===== src/jtag_pwr_defines.svh =====
// Purpose: Shared constants of the test port and power-up sequencer.
// Assumes: Core clock of 200 MHz.
// Notes: Times are kept in their own unit; switchover cycle counts derive from them.
`ifndef JTAG_PWR_DEFINES_SVH
`define JTAG_PWR_DEFINES_SVH
`define IR_W 8
`define IR_EXTEST 8'h00
`define IR_IDCODE 8'h01
`define IR_INTEST 8'h02
`define IR_PRELOAD 8'h03
`define IR_CLAMP 8'hfa
`define IR_HIGHZ 8'hfc
`define IR_USERCODE 8'hfd
`define IR_BYPASS 8'hff
`define IR_CAPTURE 8'h01
`define PINS 8
`define ID_W 32
// Arbitrary neutral identification values.
`define IDCODE_DEF 32'h0a5a_5001
`define USERCODE_DEF 32'h0000_0000
`define CLK_MHZ 200
`define TCK_MAX_MHZ 66
`define SW_MIN_US 50
`define SW_MAX_US 300
`define SW_MIN_CYC (`SW_MIN_US * `CLK_MHZ)
`define SW_MAX_CYC (`SW_MAX_US * `CLK_MHZ)
`define COPY_CYC 8
`define CNT_W 16
`endif


===== src/jtag_pwr_pkg.sv =====
// Purpose: Types shared by the test port and power-up sequencer.
// Assumes: Nothing beyond the constants header.
// Notes: Tap state codes follow the usual four-bit encoding.
`include "jtag_pwr_defines.svh"
package jtag_pwr_pkg;
    typedef enum logic [2:0] {
        PWR_QUIET = 3'h0,
        PWR_COPY = 3'h1,
        PWR_ERASED = 3'h2,
        PWR_RUN = 3'h3,
        PWR_SWITCH = 3'h4
    } pwr_state_t;
    typedef enum logic [3:0] {
        TAP_EX2_DR = 4'h0,
        TAP_EX1_DR = 4'h1,
        TAP_SH_DR = 4'h2,
        TAP_PA_DR = 4'h3,
        TAP_SEL_IR = 4'h4,
        TAP_UPD_DR = 4'h5,
        TAP_CAP_DR = 4'h6,
        TAP_SEL_DR = 4'h7,
        TAP_EX2_IR = 4'h8,
        TAP_EX1_IR = 4'h9,
        TAP_SH_IR = 4'ha,
        TAP_PA_IR = 4'hb,
        TAP_IDLE = 4'hc,
        TAP_UPD_IR = 4'hd,
        TAP_CAP_IR = 4'he,
        TAP_TLR = 4'hf
    } tap_state_t;
    typedef enum logic [1:0] {
        DR_BYP = 2'h0,
        DR_ID = 2'h1,
        DR_USR = 2'h2,
        DR_BSR = 2'h3
    } dr_sel_t;
    typedef struct packed {
        logic [`PINS-1:0] oe;
        logic [`PINS-1:0] out;
        logic [`PINS-1:0] inp;
    } bscan_t;
endpackage : jtag_pwr_pkg


===== src/tap_fsm.sv =====
// Purpose: Test access port state machine stepped on sampled clock edges.
// Assumes: Rising test clock edge arrives as a one-cycle pulse.
// Notes: Held in reset state while the port is disabled.
`timescale 1ns/1ps
module tap_fsm (
    input wire logic clock_i,
    input wire logic resetn_i,
    input wire logic enable_i,
    input wire logic tck_rise_i,
    input wire logic tms_i,
    output jtag_pwr_pkg::tap_state_t state_o
);
    function automatic jtag_pwr_pkg::tap_state_t step(
        input jtag_pwr_pkg::tap_state_t s, input logic m);
        case (s)
            jtag_pwr_pkg::TAP_TLR:
                step = m ? jtag_pwr_pkg::TAP_TLR : jtag_pwr_pkg::TAP_IDLE;
            jtag_pwr_pkg::TAP_IDLE, jtag_pwr_pkg::TAP_UPD_DR,
            jtag_pwr_pkg::TAP_UPD_IR:
                step = m ? jtag_pwr_pkg::TAP_SEL_DR : jtag_pwr_pkg::TAP_IDLE;
            jtag_pwr_pkg::TAP_SEL_DR:
                step = m ? jtag_pwr_pkg::TAP_SEL_IR : jtag_pwr_pkg::TAP_CAP_DR;
            jtag_pwr_pkg::TAP_CAP_DR, jtag_pwr_pkg::TAP_SH_DR:
                step = m ? jtag_pwr_pkg::TAP_EX1_DR : jtag_pwr_pkg::TAP_SH_DR;
            jtag_pwr_pkg::TAP_EX2_DR:
                step = m ? jtag_pwr_pkg::TAP_UPD_DR : jtag_pwr_pkg::TAP_SH_DR;
            jtag_pwr_pkg::TAP_EX1_DR, jtag_pwr_pkg::TAP_PA_DR:
                step = m ? (s == jtag_pwr_pkg::TAP_PA_DR ?
                    jtag_pwr_pkg::TAP_EX2_DR : jtag_pwr_pkg::TAP_UPD_DR)
                    : jtag_pwr_pkg::TAP_PA_DR;
            jtag_pwr_pkg::TAP_SEL_IR:
                step = m ? jtag_pwr_pkg::TAP_TLR : jtag_pwr_pkg::TAP_CAP_IR;
            jtag_pwr_pkg::TAP_CAP_IR, jtag_pwr_pkg::TAP_SH_IR:
                step = m ? jtag_pwr_pkg::TAP_EX1_IR : jtag_pwr_pkg::TAP_SH_IR;
            jtag_pwr_pkg::TAP_EX2_IR:
                step = m ? jtag_pwr_pkg::TAP_UPD_IR : jtag_pwr_pkg::TAP_SH_IR;
            jtag_pwr_pkg::TAP_EX1_IR, jtag_pwr_pkg::TAP_PA_IR:
                step = m ? (s == jtag_pwr_pkg::TAP_PA_IR ?
                    jtag_pwr_pkg::TAP_EX2_IR : jtag_pwr_pkg::TAP_UPD_IR)
                    : jtag_pwr_pkg::TAP_PA_IR;
            default:
                step = jtag_pwr_pkg::TAP_TLR;
        endcase
    endfunction : step

    // RULE20 standard tap sequence.
    always_ff @(posedge clock_i or negedge resetn_i)
    begin
        if (!resetn_i)
            state_o <= jtag_pwr_pkg::TAP_TLR;
        else if (!enable_i)
            state_o <= jtag_pwr_pkg::TAP_TLR;
        else if (tck_rise_i)
            state_o <= step(state_o, tms_i);
    end
endmodule : tap_fsm


===== src/jtag_powerup_config_control.sv =====
// Purpose: Boundary-scan test port and power-up sequencer of the device.
// Assumes: Test clock and pins are asynchronous and are sampled here.
// Notes: Pin controls are registered, so they follow state by one cycle.
`timescale 1ns/1ps
`include "jtag_pwr_defines.svh"
// Contract
// RULE1 - Extest drives boundary-scan output cells onto the pins.
// RULE2 - Preload captures present core data into boundary-scan cells.
// RULE3 - Bypass puts one bit between test data in and out.
// RULE4 - Intest feeds boundary-scan input cells to internal logic.
// RULE5 - Highz instruction floats every user output.
// RULE6 - Clamp holds latched outputs while bypass is scanned.
// RULE7 - Test clock up to 66 MHz works; controller stays below.
// RULE8 - Reload programming proceeds while the old pattern keeps running.
// RULE9 - During pattern switchover pins float with weak pullups.
// RULE10 - Switchover lasts between 50 and 300 microseconds.
// RULE11 - All pins stay disabled until power-up finishes.
// RULE12 - Configuration is copied from storage into volatile cells.
// RULE13 - Stay quiescent until core supply reaches a safe level.
// RULE14 - Quiescent: test port off, outputs off, pins pulled up.
// RULE15 - At safe supply, init user registers and run at once.
// RULE16 - Erased device keeps outputs off with weak pullups.
// RULE17 - Erased device keeps the test port enabled.
// RULE18 - Programmed device runs pins as its configuration defines.
// RULE19 - Programmed device keeps the test port enabled. The port is off during each copy, including the copy after a switchover.
// RULE20 - Tap states, shifting and id reset follow the standard.
// RULE21 - Id and usercode registers; unknown codes pick bypass.
module jtag_powerup_config_control #(
    parameter int unsigned SWITCH_CYCLES = `SW_MIN_CYC,
    parameter logic [`ID_W-1:0] USERCODE = `USERCODE_DEF
) (
    input wire logic clock_i,
    input wire logic resetn_i,
    input wire logic tck_i,
    input wire logic tms_i,
    input wire logic tdi_i,
    output logic tdo_o,
    output logic tdo_oe_o,
    input wire logic supply_safe_i,
    input wire logic programmed_i,
    input wire logic reload_req_i,
    input wire logic [`PINS-1:0] core_out_i,
    input wire logic [`PINS-1:0] core_oe_i,
    input wire logic [`PINS-1:0] pin_in_i,
    output logic [`PINS-1:0] pin_out_o,
    output logic [`PINS-1:0] pin_oe_o,
    output logic pin_pullup_o,
    output logic [`PINS-1:0] core_in_o,
    output logic cfg_copy_o,
    output logic user_init_o,
    output logic reload_busy_o,
    output logic logic_run_o
);
    localparam int SYN_W = 6 + `PINS;
    localparam logic [`CNT_W-1:0] COPY_LAST = `CNT_W'(`COPY_CYC - 1);
    localparam logic [`CNT_W-1:0] SW_LAST = `CNT_W'(SWITCH_CYCLES - 1);

    logic [SYN_W-1:0] meta_q;
    logic [SYN_W-1:0] sync_q;
    logic tck_s, tms_s, tdi_s, safe_s, prog_s, reload_s;
    logic [`PINS-1:0] pin_s;
    logic tck_d_q, tck_rise, tck_fall;
    logic reload_d_q;
    jtag_pwr_pkg::pwr_state_t pwr_q;
    logic [`CNT_W-1:0] cnt_q;
    jtag_pwr_pkg::tap_state_t tap;
    logic port_en;
    logic [`IR_W-1:0] ir_q, ir_sh_q;
    logic bypass_q;
    logic [`ID_W-1:0] id_sh_q;
    jtag_pwr_pkg::bscan_t bsr_sh_q, bsr_upd_q;
    jtag_pwr_pkg::dr_sel_t dsel;

    function automatic jtag_pwr_pkg::dr_sel_t dr_of(input logic [7:0] ir);
        case (ir)
            `IR_EXTEST, `IR_PRELOAD, `IR_INTEST: dr_of = jtag_pwr_pkg::DR_BSR;
            `IR_IDCODE: dr_of = jtag_pwr_pkg::DR_ID;
            `IR_USERCODE: dr_of = jtag_pwr_pkg::DR_USR;
            default: dr_of = jtag_pwr_pkg::DR_BYP;
        endcase
    endfunction : dr_of

    // Every pin-side input is sampled twice before any use.
    always_ff @(posedge clock_i or negedge resetn_i)
    begin
        if (!resetn_i)
        begin
            meta_q <= '0;
            sync_q <= '0;
        end
        else
        begin
            meta_q <= {tck_i, tms_i, tdi_i, supply_safe_i, programmed_i,
                       reload_req_i, pin_in_i};
            sync_q <= meta_q;
        end
    end
    assign {tck_s, tms_s, tdi_s, safe_s, prog_s, reload_s, pin_s} = sync_q;

    // RULE7 test clock edge detect.
    // A 66 MHz test clock leaves at least one sample per phase at 200 MHz.
    always_ff @(posedge clock_i or negedge resetn_i)
    begin
        if (!resetn_i)
            tck_d_q <= 1'b0;
        else
            tck_d_q <= tck_s;
    end
    assign tck_rise = tck_s & ~tck_d_q;
    assign tck_fall = ~tck_s & tck_d_q;

    // RULE13 quiescent until supply safe.
    always_ff @(posedge clock_i or negedge resetn_i)
    begin
        if (!resetn_i)
            pwr_q <= jtag_pwr_pkg::PWR_QUIET;
        else if (!safe_s)
            pwr_q <= jtag_pwr_pkg::PWR_QUIET;
        else
            case (pwr_q)
                jtag_pwr_pkg::PWR_QUIET:
                    pwr_q <= jtag_pwr_pkg::PWR_COPY;
                jtag_pwr_pkg::PWR_COPY:
                    // RULE15 run at once after copy.
                    if (cnt_q == COPY_LAST)
                        pwr_q <= prog_s ? jtag_pwr_pkg::PWR_RUN
                                        : jtag_pwr_pkg::PWR_ERASED;
                jtag_pwr_pkg::PWR_ERASED:
                    if (prog_s)
                        pwr_q <= jtag_pwr_pkg::PWR_COPY;
                jtag_pwr_pkg::PWR_RUN:
                    // RULE8 old pattern keeps running.
                    if (reload_d_q && !reload_s)
                        pwr_q <= jtag_pwr_pkg::PWR_SWITCH;
                jtag_pwr_pkg::PWR_SWITCH:
                    // RULE10 switchover length.
                    if (cnt_q == SW_LAST)
                        pwr_q <= jtag_pwr_pkg::PWR_COPY;
                default:
                    pwr_q <= jtag_pwr_pkg::PWR_QUIET;
            endcase
    end

    always_ff @(posedge clock_i or negedge resetn_i)
    begin
        if (!resetn_i)
            cnt_q <= '0;
        else if ((pwr_q == jtag_pwr_pkg::PWR_COPY && cnt_q != COPY_LAST) ||
                 (pwr_q == jtag_pwr_pkg::PWR_SWITCH && cnt_q != SW_LAST))
            cnt_q <= cnt_q + `CNT_W'(1);
        else
            cnt_q <= '0;
    end

    // RULE8 reload busy while programming.
    always_ff @(posedge clock_i or negedge resetn_i)
    begin
        if (!resetn_i)
        begin
            reload_d_q <= 1'b0;
            reload_busy_o <= 1'b0;
        end
        else
        begin
            reload_d_q <= reload_s;
            reload_busy_o <= (pwr_q == jtag_pwr_pkg::PWR_RUN) & reload_s;
        end
    end

    // RULE12 copy strobe and RULE15 init pulse.
    always_ff @(posedge clock_i or negedge resetn_i)
    begin
        if (!resetn_i)
        begin
            cfg_copy_o <= 1'b0;
            user_init_o <= 1'b0;
            logic_run_o <= 1'b0;
        end
        else
        begin
            cfg_copy_o <= pwr_q == jtag_pwr_pkg::PWR_COPY;
            user_init_o <= safe_s && pwr_q == jtag_pwr_pkg::PWR_COPY &&
                           cnt_q == COPY_LAST;
            logic_run_o <= pwr_q == jtag_pwr_pkg::PWR_RUN;
        end
    end

    // RULE14 RULE17 RULE19 port enable.
    assign port_en = pwr_q == jtag_pwr_pkg::PWR_ERASED ||
                     pwr_q == jtag_pwr_pkg::PWR_RUN ||
                     pwr_q == jtag_pwr_pkg::PWR_SWITCH;

    tap_fsm u_tap (
        .clock_i(clock_i),
        .resetn_i(resetn_i),
        .enable_i(port_en),
        .tck_rise_i(tck_rise),
        .tms_i(tms_s),
        .state_o(tap)
    );

    // RULE20 instruction register path.
    always_ff @(posedge clock_i or negedge resetn_i)
    begin
        if (!resetn_i)
        begin
            ir_q <= `IR_IDCODE;
            ir_sh_q <= '0;
        end
        else if (tap == jtag_pwr_pkg::TAP_TLR)
            ir_q <= `IR_IDCODE;
        else if (tck_rise)
            case (tap)
                jtag_pwr_pkg::TAP_CAP_IR: ir_sh_q <= `IR_CAPTURE;
                jtag_pwr_pkg::TAP_SH_IR: ir_sh_q <= {tdi_s, ir_sh_q[7:1]};
                default: ;
            endcase
        else if (tck_fall && tap == jtag_pwr_pkg::TAP_UPD_IR)
            ir_q <= ir_sh_q;
    end

    // RULE21 data register select.
    assign dsel = dr_of(ir_q);

    // RULE3 single-bit bypass.
    always_ff @(posedge clock_i or negedge resetn_i)
    begin
        if (!resetn_i)
            bypass_q <= 1'b0;
        else if (tck_rise && tap == jtag_pwr_pkg::TAP_CAP_DR)
            bypass_q <= 1'b0;
        else if (tck_rise && tap == jtag_pwr_pkg::TAP_SH_DR)
            bypass_q <= tdi_s;
    end

    // RULE21 identification and user code.
    always_ff @(posedge clock_i or negedge resetn_i)
    begin
        if (!resetn_i)
            id_sh_q <= '0;
        else if (tck_rise && tap == jtag_pwr_pkg::TAP_CAP_DR)
            id_sh_q <= dsel == jtag_pwr_pkg::DR_USR ? USERCODE : `IDCODE_DEF;
        else if (tck_rise && tap == jtag_pwr_pkg::TAP_SH_DR)
            id_sh_q <= {tdi_s, id_sh_q[`ID_W-1:1]};
    end

    // RULE2 capture core and pin data.
    always_ff @(posedge clock_i or negedge resetn_i)
    begin
        if (!resetn_i)
        begin
            bsr_sh_q <= '0;
            bsr_upd_q <= '0;
        end
        else if (dsel == jtag_pwr_pkg::DR_BSR)
        begin
            if (tck_rise && tap == jtag_pwr_pkg::TAP_CAP_DR)
                bsr_sh_q <= {core_oe_i, core_out_i, pin_s};
            else if (tck_rise && tap == jtag_pwr_pkg::TAP_SH_DR)
                bsr_sh_q <= {tdi_s, bsr_sh_q[$bits(bsr_sh_q)-1:1]};
            else if (tck_fall && tap == jtag_pwr_pkg::TAP_UPD_DR)
                bsr_upd_q <= bsr_sh_q;
        end
    end

    // RULE20 output changes on falling test clock.
    always_ff @(posedge clock_i or negedge resetn_i)
    begin
        if (!resetn_i)
        begin
            tdo_o <= 1'b0;
            tdo_oe_o <= 1'b0;
        end
        else if (!port_en)
            tdo_oe_o <= 1'b0;
        else if (tck_fall)
        begin
            tdo_oe_o <= tap == jtag_pwr_pkg::TAP_SH_DR ||
                        tap == jtag_pwr_pkg::TAP_SH_IR;
            if (tap == jtag_pwr_pkg::TAP_SH_IR)
                tdo_o <= ir_sh_q[0];
            else
                case (dsel)
                    jtag_pwr_pkg::DR_BSR: tdo_o <= bsr_sh_q[0];
                    jtag_pwr_pkg::DR_ID,
                    jtag_pwr_pkg::DR_USR: tdo_o <= id_sh_q[0];
                    default: tdo_o <= bypass_q;
                endcase
        end
    end

    // Pin drive; only a running programmed device lets user logic out.
    always_ff @(posedge clock_i or negedge resetn_i)
    begin
        if (!resetn_i)
        begin
            pin_out_o <= '0;
            pin_oe_o <= '0;
            pin_pullup_o <= 1'b1;
            core_in_o <= '0;
        end
        else
        begin
            // RULE9 RULE11 RULE14 RULE16 pullups when not running.
            pin_pullup_o <= pwr_q != jtag_pwr_pkg::PWR_RUN;
            // RULE4 internal test inputs.
            core_in_o <= ir_q == `IR_INTEST ? bsr_upd_q.inp : pin_s;
            if (pwr_q != jtag_pwr_pkg::PWR_RUN)
            begin
                pin_oe_o <= '0;
                pin_out_o <= '0;
            end
            // RULE5 force high impedance.
            else if (ir_q == `IR_HIGHZ)
                pin_oe_o <= '0;
            // RULE1 RULE6 drive latched cells.
            else if (ir_q == `IR_EXTEST || ir_q == `IR_CLAMP)
            begin
                pin_oe_o <= bsr_upd_q.oe;
                pin_out_o <= bsr_upd_q.out;
            end
            // RULE18 configured operation.
            else
            begin
                pin_oe_o <= core_oe_i;
                pin_out_o <= core_out_i;
            end
        end
    end

    localparam int SW_LAST_I = SWITCH_CYCLES - 1;
endmodule : jtag_powerup_config_control


===== config.mk =====
export PLATFORM = sky130hd
export DESIGN_NAME = jtag_powerup_config_control
export DESIGN_NICKNAME = d
export VERILOG_FILES = /design/src/jtag_pwr_pkg.sv /design/src/tap_fsm.sv /design/src/jtag_powerup_config_control.sv
export VERILOG_INCLUDE_DIRS = /design/src
export SDC_FILE = /design/constraint.sdc
export NUM_CORES = 1
export LEC_CHECK = 0
export BUFFER_PORTS_ARGS = -buffer_cell sky130_fd_sc_hd__buf_4
export CAP_MARGIN = 20
export CORE_ASPECT_RATIO = 1.5
export CORE_MARGIN = 3
export CORE_UTILIZATION = 45
export DETAILED_ROUTE_END_ITERATION = 10
export GPL_TIMING_DRIVEN = 0
export SYNTH_ARGS = -nofsm -noshare
export SYNTH_HDL_FRONTEND = slang
export SYNTH_SLANG_ARGS = --single-unit
export TNS_END_PERCENT = 1

===== constraint.sdc =====
create_clock -name clock_i -period 2.7 [get_ports clock_i]
set_input_delay 0.27 -clock clock_i [delete_from_list [all_inputs] [get_ports clock_i]]
set_output_delay 0.27 -clock clock_i [all_outputs]
set_load 0.005 [all_outputs]

### Word-level counts from Yosys, hierarchy flattened

Cells that the tools add are included.

* add/subtract/negate cells: 1
* equal/unequal tests: 41
* muxes and demuxes: 46
* bitwise operators: 8
* reduce and logical (&&, ||, !) cells: 34

Operators by type and width (count)
* two-way mux 8 bit: 10
* two-way mux 32 bit: 2
* two-way mux 24 bit: 2
* one-hot mux 4 bit (10 select lines): 1
* equality test 4 bit, second input constant: 8
* two-way mux 28 bit: 1
* two-way mux 3 bit: 9
* equality test 8 bit, second input constant: 3
* two-way mux 4 bit: 5
* adder 16 x 1 -> 16 bit, second input constant: 1
* equality test 16 x 14 -> 1 bit, second input constant: 1
* equality test 16 x 3 -> 1 bit, second input constant: 1
* equality test 4 x 3 -> 1 bit, second input constant: 4
* equality test 8 x 2 -> 1 bit, second input constant: 2
* two-way mux 16 bit: 1
* inequality test 16 x 14 -> 1 bit, second input constant: 1
* inequality test 16 x 3 -> 1 bit, second input constant: 1
* one-hot mux 8 bit (2 select lines): 1
* one-hot mux 3 bit (5 select lines): 1
* inequality test 3 bit, second input constant: 4
* OR reduction 2 bit: 5
* logical AND 1 bit: 9
* equality test 4 x 2 -> 1 bit, second input constant: 2
* equality test 8 x 1 -> 1 bit, second input constant: 1
* 25 further kinds: 54

* register bits: 181
* input bits: 32
* output and inout port bits: 31
* logic and storage cells: 157

### Longest topological paths before layout

Gate-level depths: netlist of the first run.

* word-level depth: 7
* mapped depth: 10
* mapped depth without buffers: 9

### Modules after synthesis

From an unflattened synthesis of the first run, not the netlist that was laid out.

* cell total of the unflattened synthesis: 628
* area, all modules: 7352.1 um^2

Modules (own cells, without submodules)
* jtag_powerup_config_control: instances 1, cells an instance 599, area an instance 7079.3 um^2, seq. area each 4406.7 um^2
* tap_fsm: instances 1, cells an instance 29, area an instance 272.8 um^2, seq. area each 105.1 um^2

### Worst setup path after synthesis of the first run

OpenSTA, ideal clock, no wires.

* kind: reg2reg
* from: register ir_q[0]
* to: register bsr_upd_q[10] (netlist name)
* library setup time: 0.125 ns
* arrival: 2.394 ns
* required time: 2.575 ns
* path slack: 0.182 ns
* cell stages (with the launch flop): 10
* path buffers: 2
* clock period less this slack: 2.518 ns
* cell sequence: dfstp_2 -> nor2b_1 -> mux2_2 -> inv_1 -> ha_1 -> nand3b_1 -> or4_1 -> clkbuf_1 -> clkbuf_1 -> mux2_2

* cells in the longest elaborated chain, start to end: 5
* elaborated cells on any way between the ends: 9
* classes of those cells: 5 x eq/ne; 1 x mux; 3 x reduce/logical

RTL lines
* start, declared: RTL line jtag_powerup_config_control.sv:68 `` logic [`IR_W-1:0] ir_q, ir_sh_q; ``
* start signal, assigned: RTL line jtag_powerup_config_control.sv:207 `` ir_q <= `IR_IDCODE; ``
* start signal, assigned: RTL line jtag_powerup_config_control.sv:211 `` ir_q <= `IR_IDCODE; ``
* start signal, assigned: RTL line jtag_powerup_config_control.sv:219 `ir_q <= ir_sh_q;`
* equality test 8 x 2 -> 1 bit / zero test 8 bit (equally long branches): RTL line jtag_powerup_config_control.sv:75 `case (ir)`
* OR reduction 3 bit: RTL line jtag_powerup_config_control.sv:75
* one-hot mux 2 bit (3 select lines) *: RTL line jtag_powerup_config_control.sv:75
* equality test 2 bit *: RTL line jtag_powerup_config_control.sv:255 `else if (dsel == jtag_pwr_pkg::DR_BSR)`
* AND reduction 4 bit (no line) *
* end signal, assigned: RTL line jtag_powerup_config_control.sv:262 `bsr_upd_q <= bsr_sh_q;`
* end, declared: RTL line jtag_powerup_config_control.sv:71 `jtag_pwr_pkg::bscan_t bsr_sh_q, bsr_upd_q;`

Every way passes the cells marked *; elsewhere a longest branch is shown, timed or not.
A chain may end at the register's enable or synchronous reset.

### Final worst setup path of the first run

* from: register ir_q[0]
* to: register bsr_upd_q[16] (netlist name)

Same word-level chain as after synthesis.

==> impl_results.md, run 1 <==
* Setup violations, final at 0
* Initial antenna violation count at 0
* DRT Pass-1 Iters at 5
* Crit-path max FO at 10
* Reg-to-Reg Start: ir_q[0]$_DFFE_PN1P_
* Crit-path most repeated cell: mux2_2
* Critical Path RT at 3000 ps
* Grt total ovfl at 0
* Final Power at 0.00538 W
* Total CTS buffers at 17
* Critical path depth at 8
* Count of warnings emitted by yosys at 0
* Initial Util at 46.3%
* First-pass GRT wire length at 25.0 mm
* Hold Crit Depth at 3
* Routed len/inst at 15.1 µm
* Area Overhead vs Synth at 20.5%
* Fin crit period at 2590 ps
* Clock power frac at 44.8%
* Placed instance area at 0.00805 mm²
* DRC at 0
* Post-route cell area at 0.00879 mm²
* RSZ-0062 raised after global routing: no
* Leakage Power at 4.17 nW
* Met1 Use GR at 22.9%
* CTS tree: yes
* Layer with the highest usage: met2
* Final hold violations at 0
* Crit-path max cell delay at 570 ps
* Synth area leader: dfrtp_1
* Worst clock skew at 8.59 ps
* Via count at 4971
* CTS HTree Levels at 4
* N_diodes at 0
* Clk slew on worst S/H paths at 70 ps
* CP cell instances: nor2b_1 -> mux2_2 -> inv_1 -> ha_1 -> nand3b_1 -> or4_4 -> clkbuf_4 -> mux2_2
* Slowest cell on the critical path: dfstp_2
* Num ports at 63
* Post-Route WL at 14.7 mm
* Routability congestion estimate at 0.827
* Power Dens Cells at 612 mW/mm²
* Startpoint Class: flip-flop
* Max Freq at 386 MHz
* Final #Nets at 789
* Hold Crit Class: primary input to flip-flop
* Yosys reg bits at 180
* Async SR Flop Fraction at 100%
* Status: completed
* Post-route ant nets at 0
* CTS Sinks at 180
* Die area at 0.0178 mm²
* Met3 Use GR at 4.53%
* First DRT Iteration DRCs at 292
* Synth Flop Type: dfrtp_1
* Seq/Total Area, Yosys at 61.9%
* Multi-input gate area at 0.00261 mm²
* Via density at 5.13
* Measured slew at the worst slew-check pin at 624 ps
* # fillers at 1361
* Vias in the first global route at 5129
* Area contributors post-synth: dfrtp_1 60%, o21ai_0 6.5%, nand2_1 6.4%
* Pins Over Slew Limit at 0
* Sw Ratio at 22.7%
* Syn Std Cell Area at 0.00729 mm²
* Internal Pwr Total at 0.00416 W
* Worst setup path start: ir_q[0]$_DFFE_PN1P_
* Share of cells above drive strength 1 at 19.5%
* Sequential cell area at 0.00451 mm²
* Die Y at 162 µm
* Post-route setup TNS at 0 ps
* R2R depth at 8
* Crit path buffers/inverters at 2
* Post-synth EDFFs at 0
* Hold Path Origin: core_oe_i[5]
* Syn Inst Count at 657
* Unique masters post-synth at 48
* Worst EP arrival at 2890 ps
* Flop pwr share at 51.2%
* Combinational group share of total power at 4.0%
* Core Region at 0.0158 mm²
* FP Rows at 56
* GR Util met2 at 29.6%
* Largest net degree at the start of global routing at 121
* Setup bufs post-CTS at 0
* HPWL Detailed at 9.90 mm
* Maximum VDD drop at 419 µV
* MaxCap Viol Count at 0
* Yosys top cell area share at 59.7%
* Clk_lat worst skew at 420 ps
* Worst Setup Path Type: flip-flop to flip-flop
* CP top delay family: simple AND/OR/NAND/NOR gates
* Final core occ at 55.7%
* Clock Tree Root: clkbuf_16
* Slew headroom at 58.4%
* Clock Path Buffers at 2
* Period utilisation layout at 96.0%
* Overall routing resource usage at 17.9%
* P_sw at 0.00122 W
* Port Buf Inserts at 62
* DIE WIDTH at 110 µm
* Worst setup EP type: flip-flop
* Mapped Avg Cell Area at 11.1 µm²
* Synth Net Count at 693
## state kept, by name (all words and copies together) (netlist names), 14 cells and up
name	count
id_sh_q	31
bsr_sh_q	24
bsr_upd_q	24
cnt_q	16
meta_q	14
sync_q	14
## per-stage QoR
| stage | setup WS, ps | hold slack, ps | cells |
|---|---|---|---|
| 2_1_floorplan | 182 | -25.6 | 657 |
| 3_3_place_gp | -268 | 332 | 922 |
| 3_5_place_dp | -277 | 234 | 923 |
| 4_1_cts | 89.5 | 84.9 | 969 |
| 5_1_grt | 11.0 | 93.9 | 969 |
| 6_report | 108 | 97.8 | 969 |
## power by group through the flow
stage	clock network [W]	registers, W	logic, W
2_1_floorplan	0	0.00280	0.0000705
4_1_cts	0.00248	0.00276	0.000221
5_1_grt	0.00260	0.00276	0.000242
6_report	0.00241	0.00275	0.000213
3_3_place_gp	0	0.00281	0.000191
3_5_place_dp	0	0.00281	0.000203
## final cells by class
class                           instances  area share (%)
Buffer                                 35            1.75
Inverter                                8           0.342
Sequential cell                       180            51.3
Clock inverter                         13            1.54
Timing Repair Buffer                   78            7.40
Multi-Input combinational cell        433            29.7
Tap cell                              203            2.89
Clock buffer                           19            5.04
## metal layers
metal / vias to the layer above / wire length (µm)
li1: 2428 / -
met4: 0 / 247
met3: 21 / 508
met5: - / 0
met2: 81 / 7620
met1: 2441 / 6300
## placed cells by master (no fill, tap or decap), types with 4 or more instances in the layout
| master | count |
|---|---|
| a21oi_1 | 19 |
| dfrtp_1 | 174 |
| nor2b_1 | 6 |
| nor3_1 | 4 |
| clkbuf_16 | 17 |
| ha_1 | 4 |
| nor2_1 | 34 |
| nand3_1 | 12 |
| nand2_1 | 124 |
| inv_1 | 7 |
| mux2i_1 | 42 |
| buf_4 | 62 |
| and3_1 | 7 |
| o21ai_0 | 94 |
| dlygate4sd3_1 | 15 |
| mux2_2 | 34 |
| inv_6 | 8 |
| xor2_1 | 6 |
| dfstp_2 | 6 |
| xnor2_1 | 8 |
| clkbuf_1 | 29 |
## timing repair
item | CTS | global route
hold buffers | 15 | 0
endpoints found under the hold margin | 69 | 0
resized for setup | 5 | 1
pin swaps | 0 | 0
endpoints found under the setup margin | 20 | 15
## logic make-up (layout without fill, tap and decap cells)
kind of cell,after synthesis,in the layout,share of synthesized area (%)
AO/OA/AOI/OAI,128,128,9.59
XOR/XNOR,14,14,1.68
adder cells (fa/ha/maj),4,4,0.686
buffers and inverters,44,153,2.47
flip-flops,180,180,61.9
multiplexers,76,76,11.0
AND/OR/NAND/NOR,211,211,12.7
## synthesized netlist by cell type (2+ instances only)
cell / instances
nand2_1: 124
mux2_2: 34
or3_1: 2
nor3_1: 4
or4_1: 3
dfrtp_1: 174
xor2_1: 6
dfstp_2: 6
nor2b_1: 6
nand3_1: 13
nor4_1: 2
nor2_1: 34
buf_2: 3
mux2i_1: 42
clkbuf_1: 31
inv_1: 7
a21oi_1: 19
and3_1: 7
xnor2_1: 8
o21ai_0: 94
nand4b_1: 2
nand3b_1: 3
ha_1: 4
nand2b_1: 3
nand4_1: 3
## worst reg2reg max path, stage by stage, from the launching register on
cell and delay (ps):
dfstp_2 570, nor2b_1 150, mux2_2 350, inv_1 80, ha_1 190, nand3b_1 90
or4_4 500, clkbuf_4 250, mux2_2 300
## path summary, 6_finish.rpt
kind | to | slack [ps]
max | bsr_upd_q[16]$_DFFE_PN0P_ | 110
min | pin_oe_o[5]$_DFF_PN0_ | 100
max reg2reg | bsr_upd_q[16]$_DFFE_PN0P_ | 110
min reg2reg | sync_q[13]$_DFF_PN0_ | 350
max in group asynchronous | core_in_o[7]$_DFF_PN0_ | 1400
min in group asynchronous | cnt_q[1]$_DFF_PN0_ | 360
(Power assumes the default switching activity.)
==> run 2, diff against run 1 <==
Settings changed: CORE_UTILIZATION 45 to 59, PLACE_DENSITY set to 0.79.
==> impl_results.md, run 2 (synthesized netlist as in run 1, its figures left out) <==
* Top flop regs: id_sh_q x31, bsr_sh_q x24, bsr_upd_q x24
* Num ports at 63
* Crit-path most repeated cell: mux2_2
* Die area at 0.0138 mm²
* Multi-input gate area at 0.00261 mm²
* Initial Util at 60.7%
* Slowest cell on the critical path: dfstp_2
* Max Freq at 384 MHz
* Post-route setup TNS at 0 ps
* CTS tree: yes
* Sw Ratio at 23.1%
* Initial antenna violation count at 0
* Status: completed
* Clk_lat worst skew at 430 ps
* DIE WIDTH at 96.8 µm
* RR Endpoint: bsr_upd_q[13]$_DFFE_PN0P_
* CTS HTree Levels at 4
* Slew headroom at 55.5%
* Crit path buffers/inverters at 2
* Die Y at 142 µm
* Vias in the first global route at 5280
* Biggest register: id_sh_q
* Critical path depth at 8
* DRC at 0
* Clock power frac at 45.4%
* Clk slew on worst S/H paths at 70 ps
* MaxCap Viol Count at 0
* Max reg flops at 31
* Critical Path RT at 3010 ps
* Grt total ovfl at 0
* First-pass GRT wire length at 24.4 mm
* Post-route ant nets at 0
* Fin crit period at 2610 ps
* Area Overhead vs Synth at 20.0%
* Overall routing resource usage at 21.8%
* Share of cells above drive strength 1 at 19.6%
* Measured slew at the worst slew-check pin at 668 ps
* Hold Path End: pin_oe_o[3]$_DFF_PN0_
* Crit-path max FO at 10
* Routability congestion estimate at 0.823
* Worst setup EP type: flip-flop
* First DRT Iteration DRCs at 236
* Internal Pwr Total at 0.00418 W
* Commonest non-fill, non-tap cells in the layout: 174 x dfrtp_1, 124 x nand2_1, 94 x o21ai_0
* Hold Crit Depth at 3
* N_diodes at 0
* Hold Path Origin: core_oe_i[3]
* Clock Tree Root: clkbuf_16
* RSZ-0062 raised after global routing: yes
* Sequential cell area at 0.00451 mm²
* Hold Crit Class: primary input to flip-flop
* Pins Over Slew Limit at 0
* Via density at 5.59
* Final #Nets at 789
* Clock Path Buffers at 2
* Core Region at 0.0120 mm²
* CTS Sinks at 180
* FP Rows at 49
* Setup violations, final at 0
* Port Buf Inserts at 62
* Largest net degree at the start of global routing at 92
* Total CTS buffers at 17
* Maximum VDD drop at 487 µV
* Post-Route WL at 14.3 mm
* R2R depth at 8
* P_sw at 0.00126 W
* # fillers at 828
* HPWL Detailed at 9.70 mm
* Setup bufs post-CTS at 0
* Combinational group share of total power at 3.9%
* Final hold violations at 0
* CP cell instances: nor2b_1 -> mux2_2 -> inv_1 -> ha_1 -> nand3b_1 -> or4_4 -> buf_4 -> mux2_2
* Worst Setup Path Type: flip-flop to flip-flop
* Leakage Power at 4.18 nW
* Crit-path max cell delay at 570 ps
* Reg-to-Reg Start: ir_q[0]$_DFFE_PN1P_
* Startpoint Class: flip-flop
* Worst EP arrival at 2920 ps
* Flop pwr share at 50.7%
* Power Dens Cells at 621 mW/mm²
* Most common cell after layout, fill and taps aside: dfrtp_1
* CP top delay family: simple AND/OR/NAND/NOR gates
* Routed len/inst at 15.6 µm
* Worst clock skew at 10.5 ps
* FF-to-FF setup slack at 90 ps
* Period utilisation layout at 96.5%
* Fin Hold WS at 97.6 ps
* DRT Pass-1 Iters at 5
* Via count at 5135
-- run 2: cell types whose count changed in the layout (fill, tap and decap cells not counted), sizes merged --
cell / previous run / this run
inv: 16 / 15
buf: 68 / 70
clkinv: 2 / 4
clkbuf: 49 / 46
-- run 2: layout make-up --
cell class                 count  area share [%]
sequential                   180            51.6
multi-input combinational    433            29.8
timing repair buffer          78            7.43
clock buffer                  18            5.02
tap                          153            2.19
clock inverter                14            1.84
buffer                        35            1.80
inverter                       8           0.343
-- run 2: how the worst max path moves through the flow --
stage,start,end,slack [ps]
2_1_floorplan,ir_q[0]$_DFFE_PN1P_,bsr_upd_q[10]$_DFFE_PN0P_,180
3_3_place_gp,ir_q[0]$_DFFE_PN1P_,bsr_upd_q[22]$_DFFE_PN0P_,-190
3_5_place_dp,ir_q[3]$_DFFE_PN0P_,bsr_upd_q[21]$_DFFE_PN0P_,-260
4_1_cts,ir_q[3]$_DFFE_PN0P_,bsr_upd_q[6]$_DFFE_PN0P_,70
5_1_grt,ir_q[0]$_DFFE_PN1P_,bsr_upd_q[22]$_DFFE_PN0P_,-5
6_report,ir_q[0]$_DFFE_PN1P_,bsr_upd_q[13]$_DFFE_PN0P_,90
-- run 2: power by group through the flow --
stage | Clock, W | Sequential (W) | Combinational, W
floorplan | 0 | 0.00280 | 0.0000705
global placement | 0 | 0.00280 | 0.000187
detailed placement | 0 | 0.00281 | 0.000199
CTS | 0.00251 | 0.00275 | 0.000218
global route | 0.00262 | 0.00276 | 0.000240
finish | 0.00247 | 0.00275 | 0.000213
-- run 2: worst register-to-register path, stage by stage, from the launching register on --
cell      delay (ps)
dfstp_2          570
nor2b_1          150
mux2_2           360
inv_1             80
ha_1             210
nand3b_1         100
or4_4            510
buf_4            230
mux2_2           290
-- run 2: what timing repair did --
item,4_1_cts,5_1_grt
cloned,0,0
hold endpoints to repair,103,0
gates resized for setup,5,4
setup endpoints to repair,20,20
hold buffers,15,0
-- run 2: metrics by stage --
stage	setup WS (ps)	instance area (µm²)	instances	power [W]	utilization, %
6_report	94.9	8750	919	0.00543	72.8
5_1_grt	-5.26	8750	919	0.00561	72.8
4_1_cts	71.9	8740	919	0.00548	72.8
3_5_place_dp	-257	7980	873	0.00300	66.4
3_3_place_gp	-195	7950	872	0.00299	66.1
2_1_floorplan	182	7290	657	0.00287	-
-- run 2: per-layer routing --
metal	global-route usage (%)	routed length, µm	vias to the layer above
met3	5.00	537	36
met1	25.6	5730	2546
met5	0	0	-
met4	9.02	405	0
met2	38.8	7650	122
li1	-	-	2431
==> run 3, diff against run 2 <==
Settings changed: CORE_MARGIN 3 to 1.5, CORE_UTILIZATION 59 to 64, PLACE_DENSITY 0.79 to 0.85, SETUP_SLACK_MARGIN set to 0.3.
Clock period 2.7 ns to 3.2 ns, I/O delays scaled along.
==> impl_results.md, run 3 (synthesized netlist as in run 1, its figures left out) <==
* Status: completed
* Max Freq at 356 MHz
* Hold Crit Class: primary input to flip-flop
* Startpoint Class: flip-flop
* DIE WIDTH at 90.2 µm
* Core Region at 0.0111 mm²
* Post-route ant nets at 0
* Clock Path Buffers at 2
* Routability congestion estimate at 0.887
* Overall routing resource usage at 27.8%
* Pins Over Slew Limit at 0
* Final core occ at 79.3%
* P_sw at 0.00103 W
* CP cell instances: nor2_1 -> nand3_1 -> mux2_2 -> inv_1 -> ha_2 -> nand3b_1 -> or4_1 -> buf_2 -> clkbuf_4 -> mux2_2
* N_diodes at 0
* Slowest cell on the critical path: or4_1
* Worst Setup Path Type: flip-flop to flip-flop
* Period utilisation layout at 87.8%
* Die Y at 134 µm
* MaxCap Viol Count at 0
* Crit path buffers/inverters at 3
* Via count at 5314
* Clock Tree Root: clkbuf_16
* Dpl ws at 254 ps
* Worst EP arrival at 3120 ps
* Setup bufs post-CTS at 0
* Max reg flops at 31
* Reg-to-Reg Start: ir_q[7]$_DFFE_PN0P_
* Biggest register: id_sh_q
* Die area at 0.0121 mm²
* DRT Pass-1 Iters at 6
* Final #Nets at 790
* CTS Sinks at 180
* Via density at 5.81
* Placed instance area at 0.00798 mm²
* Met1 Use GR at 32.9%
* Routed len/inst at 17.2 µm
* Met3 Use GR at 4.85%
* RSZ-0062 raised after global routing: no
* First-pass GRT wire length at 26.3 mm
* Clock power frac at 47.1%
* DRC at 0
* Initial Util at 66.0%
* Flop pwr share at 49.1%
* Clk slew on worst S/H paths at 70 ps
* Port Buf Inserts at 62
* Measured slew at the worst slew-check pin at 647 ps
* Area Overhead vs Synth at 20.2%
* Grt total ovfl at 0
* CTS tree: yes
* Top flop regs: id_sh_q x31, bsr_sh_q x24, bsr_upd_q x24
* CTS HTree Levels at 4
* Setup WS post-layout at 390 ps
* Power Dens Cells at 541 mW/mm²
* Hold Path Origin: core_oe_i[1]
* Layer with the highest usage: met2
* HPWL Detailed at 9.77 mm
* Crit-path max cell delay at 470 ps
* Worst setup path start: ir_q[7]$_DFFE_PN0P_
* First DRT Iteration DRCs at 313
* Most common cell after layout, fill and taps aside: dfrtp_1
* Worst clock skew at 9.72 ps
* Fin Hold WS at 137 ps
* Largest net degree at the start of global routing at 137
* Fin crit period at 2810 ps
* Sw Ratio at 21.7%
* Internal Pwr Total at 0.00371 W
* FP Rows at 47
* Vias in the first global route at 5491
* Clk_lat worst skew at 430 ps
* Post-route cell area at 0.00877 mm²
* Total CTS buffers at 17
* GR Util met2 at 49.6%
* Num ports at 63
* Worst setup EP type: flip-flop
* Setup violations, final at 0
* Maximum VDD drop at 416 µV
* Leakage Power at 4.18 nW
* Crit-path max FO at 10
* Crit-path most repeated cell: mux2_2
* Share of cells above drive strength 1 at 19.3%
* Slew headroom at 56.8%
* Post-route setup TNS at 0 ps
* Initial antenna violation count at 0
* Critical Path RT at 3510 ps
* Commonest non-fill, non-tap cells in the layout: 174 x dfrtp_1, 124 x nand2_1, 94 x o21ai_0
* Post-Route WL at 15.8 mm
* Combinational group share of total power at 3.9%
* CP top delay family: simple AND/OR/NAND/NOR gates
* Final hold violations at 0
run 3: changes by cell type in the layout (fill, tap and decap cells not counted), moves of 2 or more:
cell and delta:
buf_2 +2, bufinv_16 +3, clkbuf_1 +2, inv_8 -4
run 3: stage by stage:
step | power [W] | instances
CTS | 0.00475 | 914
detailed placement | 0.00254 | 867
finish | 0.00474 | 914
global placement | 0.00252 | 866
global route | 0.00486 | 914
floorplan | 0.00242 | 657
run 3: layout make-up:
cell class	instances	area (µm²)
Timing Repair Buffer	78	651
Clock inverter	13	198
Inverter	8	30.0
Multi-Input combinational cell	433	2600
Fill cell	670	2290
Clock buffer	19	433
Tap cell	147	184
Buffer	36	156
Sequential cell	180	4510
run 3: path summary, 6_finish.rpt:
check                                             to  slack [ps]  depth (start not counted)
max                         bsr_upd_q[4]$_DFFE_PN0P_         390                         10
min                            pin_oe_o[1]$_DFF_PN0_         140                          3
max reg2reg                 bsr_upd_q[4]$_DFFE_PN0P_         390                         10
min reg2reg                      sync_q[9]$_DFF_PN0_         350                          0
max in group asynchronous  bsr_upd_q[17]$_DFFE_PN0P_        1900                          3
min in group asynchronous       sync_q[10]$_DFF_PN0_         370                          2
run 3: worst reg2reg max path: stages, from the launching register on:
cell and delay, ps:
dfrtp_1 400, nor2_1 180, nand3_1 190, mux2_2 320, inv_1 90, ha_2 200, nand3b_1 80, or4_1 470
buf_2 220, clkbuf_4 230, mux2_2 300
run 3: power by group through the flow:
stage / logic, W / registers (W) / clock network (W)
finish: 0.000184 / 0.00233 / 0.00223
global route: 0.000204 / 0.00233 / 0.00232
CTS: 0.000188 / 0.00233 / 0.00224
detailed placement: 0.000170 / 0.00237 / 0
global placement: 0.000157 / 0.00237 / 0
floorplan: 0.0000595 / 0.00236 / 0
run 3: metal layers:
layer | vias up | share of wire (%)
met1 | 2702 | 39
li1 | 2435 | -
met4 | 0 | 2.3
met5 | - | 0
met3 | 33 | 3.5
met2 | 144 | 56
run 3: repair_timing:
action,4_1_cts,5_1_grt
resized for setup,1,9
hold endpoints to repair,55,0
setup endpoints to repair,20,20
gates cloned,0,0
hold buffers,15,0
